### src/hdl/fault_pkg.sv
// Constants, codes and input bundle for the machine fault supervisor.
// Assumes a single 20 MHz clock and digitised status inputs.
`default_nettype none

package fault_pkg;

	// ********************************************************
	// Time base
	// ********************************************************
	localparam int CLK_HZ     = 20_000_000;
	localparam int CYC_PER_MS = CLK_HZ / 1000;

	// ********************************************************
	// Monitor times, in milliseconds
	// ********************************************************
	localparam int T_XFER_MS  = 60;
	localparam int T_LOCK_MS  = 2000;
	localparam int T_FAN_MS   = 5000;
	localparam int T_ENC_MS   = 3000;
	localparam int T_COLL_MS  = 1000;
	localparam int T_LIFT_MS  = 10000;
	localparam int T_LOWER_MS = 1500;
	localparam int T_LCT_MS   = 10000;

	// Every time converts exactly to whole cycles
	localparam int CYC_XFER  = T_XFER_MS * CYC_PER_MS;
	localparam int CYC_LOCK  = T_LOCK_MS * CYC_PER_MS;
	localparam int CYC_FAN   = T_FAN_MS * CYC_PER_MS;
	localparam int CYC_ENC   = T_ENC_MS * CYC_PER_MS;
	localparam int CYC_COLL  = T_COLL_MS * CYC_PER_MS;
	localparam int CYC_LIFT  = T_LIFT_MS * CYC_PER_MS;
	localparam int CYC_LOWER = T_LOWER_MS * CYC_PER_MS;
	localparam int CYC_LCT   = T_LCT_MS * CYC_PER_MS;

	// ********************************************************
	// Tray overload and fault codes
	// ********************************************************
	localparam int       TRAYS          = 2;
	localparam int       REINSERT_COUNT = 3;
	localparam int       SOURCES        = 11;
	localparam int       CODE_W         = 10;
	localparam logic [1:0] OVL_CNT_RST  = 2'h0;
	localparam logic [CODE_W-1:0] CODE_RST = 10'h000;

	// Source index order is also priority order, lowest first
	localparam int SRC_401 = 0;
	localparam int SRC_402 = 1;
	localparam int SRC_430 = 2;
	localparam int SRC_440 = 3;
	localparam int SRC_441 = 4;
	localparam int SRC_490 = 5;
	localparam int SRC_495 = 6;
	localparam int SRC_496 = 7;
	localparam int SRC_497 = 8;
	localparam int SRC_T1  = 9;

	localparam logic [SOURCES-1:0][CODE_W-1:0] CODE_TBL = {
		10'h1F6, 10'h1F5, 10'h1F1, 10'h1F0, 10'h1EF, 10'h1EA,
		10'h1B9, 10'h1B8, 10'h1AE, 10'h192, 10'h191
	};

	// Status inputs, all from outside the clock domain
	typedef struct packed {
		logic       xfer_on;
		logic       fb_over_4v;
		logic       fb_absent;
		logic       pwm24_on;
		logic       apc_done;
		logic       drum_over_400;
		logic       main_on;
		logic       main_lock;
		logic       dev_on;
		logic       dev_lock;
		logic       fan_on;
		logic       fan_lock;
		logic       encoder;
		logic       door_closed;
		logic       bottle_set;
		logic       coll_conn;
		logic [1:0] lift_up;
		logic [1:0] lift_sense;
		logic [1:0] lowering;
		logic [1:0] tray_set;
		logic [1:0] overload;
		logic       lct_lowering;
		logic       lct_limit;
	} status_in_t;

	localparam status_in_t STATUS_RST = '0;

endpackage : fault_pkg

`default_nettype wire

### src/hdl/hold_timer.sv
// Condition timer: expires when run has held for LIMIT cycles.
// Assumes run comes from logic on the same clock.
`default_nettype none

module hold_timer #(
	parameter int LIMIT = 1
) (
	input  wire logic mclk,
	input  wire logic rst,
	input  wire logic run,
	output logic      expired
);

	localparam int W = $clog2(LIMIT + 1);
	localparam logic [W-1:0] LAST = W'(LIMIT - 1);

	if (LIMIT < 1) begin : g_bad
		$error("hold_timer LIMIT must be at least one");
	end

	logic [W-1:0] cnt_r;
	logic [W-1:0] cnt_nxt;

	// Saturates on expiry so the fault stays asserted
	assign expired = run && (cnt_r == LAST);

	// Restart whenever the watched condition drops
	always_comb begin
		cnt_nxt = cnt_r;
		if (!run) begin
			cnt_nxt = '0;
		end else if (!expired) begin
			cnt_nxt = cnt_r + 1'b1;
		end
	end

	always_ff @(posedge mclk) begin
		if (rst) begin
			cnt_r <= '0;
		end else begin
			cnt_r <= cnt_nxt;
		end
	end
endmodule : hold_timer

`default_nettype wire

### src/hdl/machine_fault_supervisor.sv
// Fault supervisor: timed monitors latch one service call code.
// Assumes all status inputs are asynchronous pins; rst is power-on.
//
// Functional notes
// - Transfer on and feedback over 4 V for 60 ms raises 401.
// - Transfer on at 24% drive, no feedback for 60 ms, raises 402.
// - Drum potential beyond -400 V at process init done raises 430.
// - Main motor on with lock low for 2 s raises 440.
// - Development motor on with lock high for 2 s raises 441.
// - Main fan on with lock high for 5 s raises 490.
// - Main motor on, encoder unchanged for 3 s, raises 495.
// - Door closed with collection bottle switch off raises 496.
// - Collection motor connector off for 1 s raises 497.
// - Lift sensor not active 10 s into lifting raises 501 or 502.
// - Lift sensor still on 1.5 s into lowering raises tray code.
// - Tray 1 large capacity lower limit missed in 10 s raises 501.
// - Overload asks operator reset; tray code after third reinsertion.
// - Power-on reset clears the reinsertion counter.
`default_nettype none

module machine_fault_supervisor #(
	parameter int CYC_XFER  = fault_pkg::CYC_XFER,
	parameter int CYC_LOCK  = fault_pkg::CYC_LOCK,
	parameter int CYC_FAN   = fault_pkg::CYC_FAN,
	parameter int CYC_ENC   = fault_pkg::CYC_ENC,
	parameter int CYC_COLL  = fault_pkg::CYC_COLL,
	parameter int CYC_LIFT  = fault_pkg::CYC_LIFT,
	parameter int CYC_LOWER = fault_pkg::CYC_LOWER,
	parameter int CYC_LCT   = fault_pkg::CYC_LCT
) (
	input  wire logic                           mclk,
	input  wire logic                           rst,
	input  wire fault_pkg::status_in_t          status,
	output logic                                fault_valid,
	output logic [fault_pkg::CODE_W-1:0]        service_call_code,
	output logic [fault_pkg::TRAYS-1:0]         tray_reset_req
);

	// ********************************************************
	// Input synchronisers and previous-value stage
	// ********************************************************
	fault_pkg::status_in_t sync1_r;
	fault_pkg::status_in_t sync1_nxt;
	fault_pkg::status_in_t s_r;
	fault_pkg::status_in_t s_nxt;
	fault_pkg::status_in_t prev_r;
	fault_pkg::status_in_t prev_nxt;

	// Two flops per pin; prev_r only ever sees the second stage
	always_comb begin
		sync1_nxt = status;
		s_nxt     = sync1_r;
		prev_nxt  = s_r;
	end

	always_ff @(posedge mclk) begin
		if (rst) begin
			sync1_r <= fault_pkg::STATUS_RST;
			s_r     <= fault_pkg::STATUS_RST;
			prev_r  <= fault_pkg::STATUS_RST;
		end else begin
			sync1_r <= sync1_nxt;
			s_r     <= s_nxt;
			prev_r  <= prev_nxt;
		end
	end

	// ********************************************************
	// Timed monitors and the untimed 430 and 496 checks
	// ********************************************************
	logic [fault_pkg::SOURCES-1:0] hit;
	logic run_401, run_402, run_440, run_441, run_490, run_495, run_497;
	logic run_lct, lct_exp;
	logic enc_change;

	// Enables gate each run term but 497's, so an enable drop restarts the timer
	assign run_401 = s_r.xfer_on && s_r.fb_over_4v;
	assign run_402 = s_r.xfer_on && s_r.pwm24_on && s_r.fb_absent;
	assign run_440 = s_r.main_on && !s_r.main_lock;
	assign run_441 = s_r.dev_on && s_r.dev_lock;
	assign run_490 = s_r.fan_on && s_r.fan_lock;
	assign enc_change = s_r.encoder != prev_r.encoder;
	assign run_495 = s_r.main_on && !enc_change;
	assign run_497 = !s_r.coll_conn;
	assign run_lct = s_r.lct_lowering && !s_r.lct_limit;

	hold_timer #(.LIMIT(CYC_XFER)) u_t401 (
		.mclk(mclk), .rst(rst), .run(run_401), .expired(hit[fault_pkg::SRC_401])
	);
	hold_timer #(.LIMIT(CYC_XFER)) u_t402 (
		.mclk(mclk), .rst(rst), .run(run_402), .expired(hit[fault_pkg::SRC_402])
	);
	hold_timer #(.LIMIT(CYC_LOCK)) u_t440 (
		.mclk(mclk), .rst(rst), .run(run_440), .expired(hit[fault_pkg::SRC_440])
	);
	hold_timer #(.LIMIT(CYC_LOCK)) u_t441 (
		.mclk(mclk), .rst(rst), .run(run_441), .expired(hit[fault_pkg::SRC_441])
	);
	hold_timer #(.LIMIT(CYC_FAN)) u_t490 (
		.mclk(mclk), .rst(rst), .run(run_490), .expired(hit[fault_pkg::SRC_490])
	);
	hold_timer #(.LIMIT(CYC_ENC)) u_t495 (
		.mclk(mclk), .rst(rst), .run(run_495), .expired(hit[fault_pkg::SRC_495])
	);
	hold_timer #(.LIMIT(CYC_COLL)) u_t497 (
		.mclk(mclk), .rst(rst), .run(run_497), .expired(hit[fault_pkg::SRC_497])
	);
	hold_timer #(.LIMIT(CYC_LCT)) u_tlct (
		.mclk(mclk), .rst(rst), .run(run_lct), .expired(lct_exp)
	);

	// Sampled at the rising edge of the init-done strobe only
	assign hit[fault_pkg::SRC_430] = s_r.apc_done && !prev_r.apc_done
		&& s_r.drum_over_400;
	// Level check, no delay is given for the bottle switch
	assign hit[fault_pkg::SRC_496] = s_r.door_closed && !s_r.bottle_set;

	// ********************************************************
	// Per-tray lift, lower and overload monitors
	// ********************************************************
	logic [fault_pkg::TRAYS-1:0] ovl_req_r;

	for (genvar t = 0; t < fault_pkg::TRAYS; t++) begin : g_tray
		logic       lift_exp;
		logic       lower_exp;
		logic       ins;
		logic       ovl_hit;
		logic       req_nxt;
		logic [1:0] cnt_r;
		logic [1:0] cnt_nxt;

		hold_timer #(.LIMIT(CYC_LIFT)) u_lift (
			.mclk(mclk), .rst(rst),
			.run(s_r.lift_up[t] && !s_r.lift_sense[t]),
			.expired(lift_exp)
		);
		hold_timer #(.LIMIT(CYC_LOWER)) u_lower (
			.mclk(mclk), .rst(rst),
			.run(s_r.lowering[t] && s_r.lift_sense[t]),
			.expired(lower_exp)
		);

		// Insertion is the rising edge of the tray-set input
		assign ins = s_r.tray_set[t] && !prev_r.tray_set[t];
		assign ovl_hit = ins && s_r.overload[t] && ovl_req_r[t]
			&& (cnt_r == 2'(fault_pkg::REINSERT_COUNT - 1));

		// First overload only asks for a reset; later ones count
		always_comb begin
			req_nxt = ovl_req_r[t];
			cnt_nxt = cnt_r;
			if (ins && s_r.overload[t]) begin
				req_nxt = 1'b1;
				if (ovl_req_r[t] && !ovl_hit) begin
					cnt_nxt = cnt_r + 2'h1;
				end
			end else if (ins) begin
				req_nxt = 1'b0;
			end
		end

		// Count survives good insertions; only power-on clears it
		always_ff @(posedge mclk) begin
			if (rst) begin
				ovl_req_r[t] <= 1'b0;
				cnt_r        <= fault_pkg::OVL_CNT_RST;
			end else begin
				ovl_req_r[t] <= req_nxt;
				cnt_r        <= cnt_nxt;
			end
		end

		if (t == 0) begin : g_t1
			assign hit[fault_pkg::SRC_T1] = lift_exp || lower_exp
				|| ovl_hit || lct_exp;
		end else begin : g_tn
			assign hit[fault_pkg::SRC_T1 + t] = lift_exp || lower_exp
				|| ovl_hit;
		end
	end

	assign tray_reset_req = ovl_req_r;

	// ********************************************************
	// Fault latch
	// ********************************************************
	logic                         fault_r;
	logic                         fault_nxt;
	logic [fault_pkg::CODE_W-1:0] code_r;
	logic [fault_pkg::CODE_W-1:0] code_nxt;

	// Scan down so the lowest index is the one that sticks
	always_comb begin
		fault_nxt = fault_r;
		code_nxt  = code_r;
		if (!fault_r) begin
			for (int i = fault_pkg::SOURCES - 1; i >= 0; i--) begin
				if (hit[i]) begin
					fault_nxt = 1'b1;
					code_nxt  = fault_pkg::CODE_TBL[i];
				end
			end
		end
	end

	always_ff @(posedge mclk) begin
		if (rst) begin
			fault_r <= 1'b0;
			code_r  <= fault_pkg::CODE_RST;
		end else begin
			fault_r <= fault_nxt;
			code_r  <= code_nxt;
		end
	end

	assign fault_valid       = fault_r;
	assign service_call_code = code_r;
endmodule : machine_fault_supervisor

`default_nettype wire

### config.mk
export PLATFORM = sky130hd
export DESIGN_NAME = machine_fault_supervisor
export DESIGN_NICKNAME = d
export VERILOG_FILES = /design/src/hdl/fault_pkg.sv /design/src/hdl/hold_timer.sv /design/src/hdl/machine_fault_supervisor.sv
export SDC_FILE = /design/constraint.sdc
export NUM_CORES = 1
export LEC_CHECK = 0
export BUFFER_PORTS_ARGS = -buffer_cell sky130_fd_sc_hd__buf_2
export CAP_MARGIN = 30
export CELL_PAD_IN_SITES_DETAIL_PLACEMENT = 2
export CELL_PAD_IN_SITES_GLOBAL_PLACEMENT = 2
export CORE_ASPECT_RATIO = 1.1
export CORE_UTILIZATION = 44
export CTS_BUF_LIST = sky130_fd_sc_hd__clkbuf_2 sky130_fd_sc_hd__clkbuf_4 sky130_fd_sc_hd__clkbuf_8
export CTS_CLUSTER_SIZE = 25
export DETAILED_ROUTE_END_ITERATION = 16
export GPL_TIMING_DRIVEN = 0
export PLACE_DENSITY_LB_ADDON = 0.05
export SLEW_MARGIN = 40
export SYNTH_ARGS = -nofsm -noshare
export SYNTH_HDL_FRONTEND = slang
export SYNTH_HIERARCHICAL = 1
export SYNTH_SLANG_ARGS = --single-unit
### constraint.sdc
create_clock -name mclk -period 4.5 [get_ports mclk]
set_input_delay 0.9 -clock mclk [delete_from_list [all_inputs] [get_ports mclk]]
set_output_delay 0.9 -clock mclk [all_outputs]
set_load 0.01 [all_outputs]
==> results.md <==
- Period Utilization, post-route: 0.777
- Total track usage: 0.292
- First-pass GRT wire length: 102,000 um
- Largest net degree at the start of global routing: 28
- WL final: roughly 62,000 um
- Top cells by area, synth: dfxtp_1, a21oi_1, nand4_1
- Synthesized cell area: 18,600 um^2
- Grt total ovfl: 0
- Die X-Extent: approximately 200 um
- Max_cap viols: 0
- Fin worst setup slack: roughly 1.0 ns
- Ys flop type: dfxtp_1
- Max rail drop VDD: around 310 uV
- Count of cell types in the netlist: 98
- Power Dens Cells: 345 nW/um^2
- WP data required: 4.99 ns
- Die Y: 218 um
- Post-synth ARST share: 0
- Run status: complete, no violations
- Crit Path Max Fanout: 10
- Vias/cell: 6.07
- Synth warnings: 6
- Type of the worst min-delay path: reg -> reg
- Number of global-route vias before repair: 19,126
- Vias after detailed routing: 17,309
- CTS resizes: 0
- CTS tree: done
- Lkg Pwr: 6.87 nW
- Kind of critical path: reg -> reg
- Setup-violating endpoint count in the final report: 0
- Post-DP HPWL: 39,800 um
- H-tree levels: 3
- Deepest clock path buffer count: 3
- Nets: 2,281
- Crit start category: flop
- Final cell count without fillers: 2,850
- Root Driver: clkbuf_8
- Crit path time final: 3.50 ns
- Largest area contributor in the netlist: dfxtp_1
- Final hold vios: 0
- Synth top area share: 0.411
- Final setup skew: 0.0280 ns
- CP endpoint kind: flop
- Share of cells above drive strength 1: 0.134
- Synthesized area per cell: 8.75 um^2
- Pre-CTS WS: 1.11 ns
- DRC viols: 0
- Most common cell in the netlist: dfxtp_1
- Core Footprint: 41,500 um^2
- FILL cells: 4,532
- Sequential share of the synthesized area: 0.411
- Worst slew pin tran: 0.777 ns
- PortBufs: 41
- R2R setup slack: approximately 1.0 ns
- IO Count: 43
- Initial antenna violation count: 1
- Routed Antenna Nets: 0
- Fin area: 21,100 um^2
- Slew Viols, Final: 0
- Arr. time, crit path: around 4.0 ns
- Synth Instances: around 2,100
- Synth cell count leaders: dfxtp_1, nor2_1, nand2_1
- Cells after DPL: 2,725
- Clock Pin Slew Worst Setup and Hold Paths: approximately 0.06 ns
- Unrepaired setup endpoints after global routing: no
- #FFs+latches synth: 381
- Routed wire per std cell: 21.8 um
- Clk sinks: between 300 and 400
- Post-Synthesis Net Count: 2,168
- Row Count: 78
- Post-synth EDFFs: 0
- First-pass DRT Iterations: 4
- Worst skew pair latency: 0.65 ns
- Dpl cell area: 19,500 um^2
- CTS Hold Bufs: 0
- Post-CTS setup buffer count: 0
- Initial DRC count: around 630
- FMAX: 0.286 GHz
- Layout area overhead: 13.3%
- Initial Util: 0.448
- Overall die area: 43,100 um^2
- Setup Total Neg Slack: 0 ns
- TritonCTS Buffers: 70
- Relative slew slack: 0.478
- Gpl congestion: roughly 0.8
==> where the power goes <==
part	switching [mW]	internal, mW
combinational	0.0878	0.0495
sequential	0.0177	3.41
clock	1.56	2.15
==> final cells by class <==
class | instances | area, um^2 | share of cell area
multi-input cells | 1591 | 10200 | 0.485
flip-flops and latches | 381 | 7630 | 0.362
clock buffers | 117 | 1500 | 0.0711
well taps | 560 | 701 | 0.0333
plain buffers | 98 | 541 | 0.0257
inverters | 54 | 215 | 0.0102
repair buffers | 41 | 205 | 0.00974
clock inverters | 7 | 60.1 | 0.00285
diodes | 1 | 2.50 | 0.000119
==> state kept, by name (all words and copies together) (netlist names) <==
name	flops
u_t440/cnt_r	26
s_nxt	28
u_tlct/cnt_r	28
u_t495/cnt_r	26
g_tray.u_lift/cnt_r	56
prev_nxt	28
fault_valid	1
u_t441/cnt_r	26
g_tray.cnt_r	4
prev_r	4
g_tray.u_lower/cnt_r	50
service_call_code	8
u_t401/cnt_r	21
u_t402/cnt_r	21
u_t490/cnt_r	27
tray_reset_req	2
u_t497/cnt_r	25
==> layout by cell type, fill, tap and decap left out, types with 28 or more instances in the layout <==
cell | netlist | final
dfxtp_1 | 381 | 381
nor2_1 | 161 | 161
nand2_1 | 158 | 158
a21oi_1 | 157 | 157
nand3_1 | 112 | 112
nand4_1 | 100 | 100
clkbuf_8 | 0 | 99
nor2b_1 | 84 | 84
o21ai_0 | 77 | 77
buf_2 | 21 | 62
or4_1 | 54 | 54
inv_1 | 53 | 53
nor4_1 | 50 | 49
o31ai_1 | 49 | 49
clkbuf_1 | 48 | 47
xor2_1 | 46 | 46
xnor2_1 | 45 | 45
nand2b_1 | 45 | 45
or3_1 | 43 | 43
nor3_1 | 42 | 41
mux2i_1 | 39 | 39
and4_1 | 28 | 28
==> metal layers <==
metal,track usage,vias up,part of all wire
met3,0.0428,134,0.030
met5,0,-,0
li1,-,8088,-
met2,0.545,290,0.53
met1,0.326,8797,0.41
met4,0.122,0,0.029
==> final timing paths <==
path                                    from              endpoint  cells past startpoint
worst min register to register      s_nxt[8]           prev_nxt[8]                      1
worst min-delay path                s_nxt[8]           prev_nxt[8]                      1
worst max-delay path            prev_nxt[21]  service_call_code[1]                     10
worst max register to register  prev_nxt[21]  service_call_code[1]                     10
==> critical path, stage by stage (launching register included) <==
cell,delay (ns)
dfxtp_1,0.37
nor2b_1,0.39
or4b_4,0.55
nor4_4,0.61
nand2_1,0.25
inv_1,0.18
or2_2,0.21
nor4_2,0.09
a41oi_4,0.41
mux2i_1,0.25
nor2_1,0.06
==> logic make-up after synthesis <==
| family | synth area share |
|---|---|
| AOI/OAI and AO/OA | 0.139 |
| xor gates and xnor gates | 0.0429 |
| adders and majority gates | 0.00943 |
| buffers and inverters | 0.0406 |
| DFF | 0.411 |
| muxes | 0.0222 |
| other | 0.000202 |
| and+or+nand+nor | 0.336 |
==> through the flow <==
stage / hold slack, ns / utilization / power [mW]
3_5_place_dp: 0.429 / 0.470 / 3.63
3_3_place_gp: 0.419 / 0.470 / 3.62
5_1_grt: 0.462 / 0.508 / 7.53
2_1_floorplan: 0.414 / - / 3.56
4_1_cts: 0.439 / 0.508 / 7.37
6_report: 0.442 / 0.508 / 7.27
No activity file was read; power rests on OpenSTA's default activity.
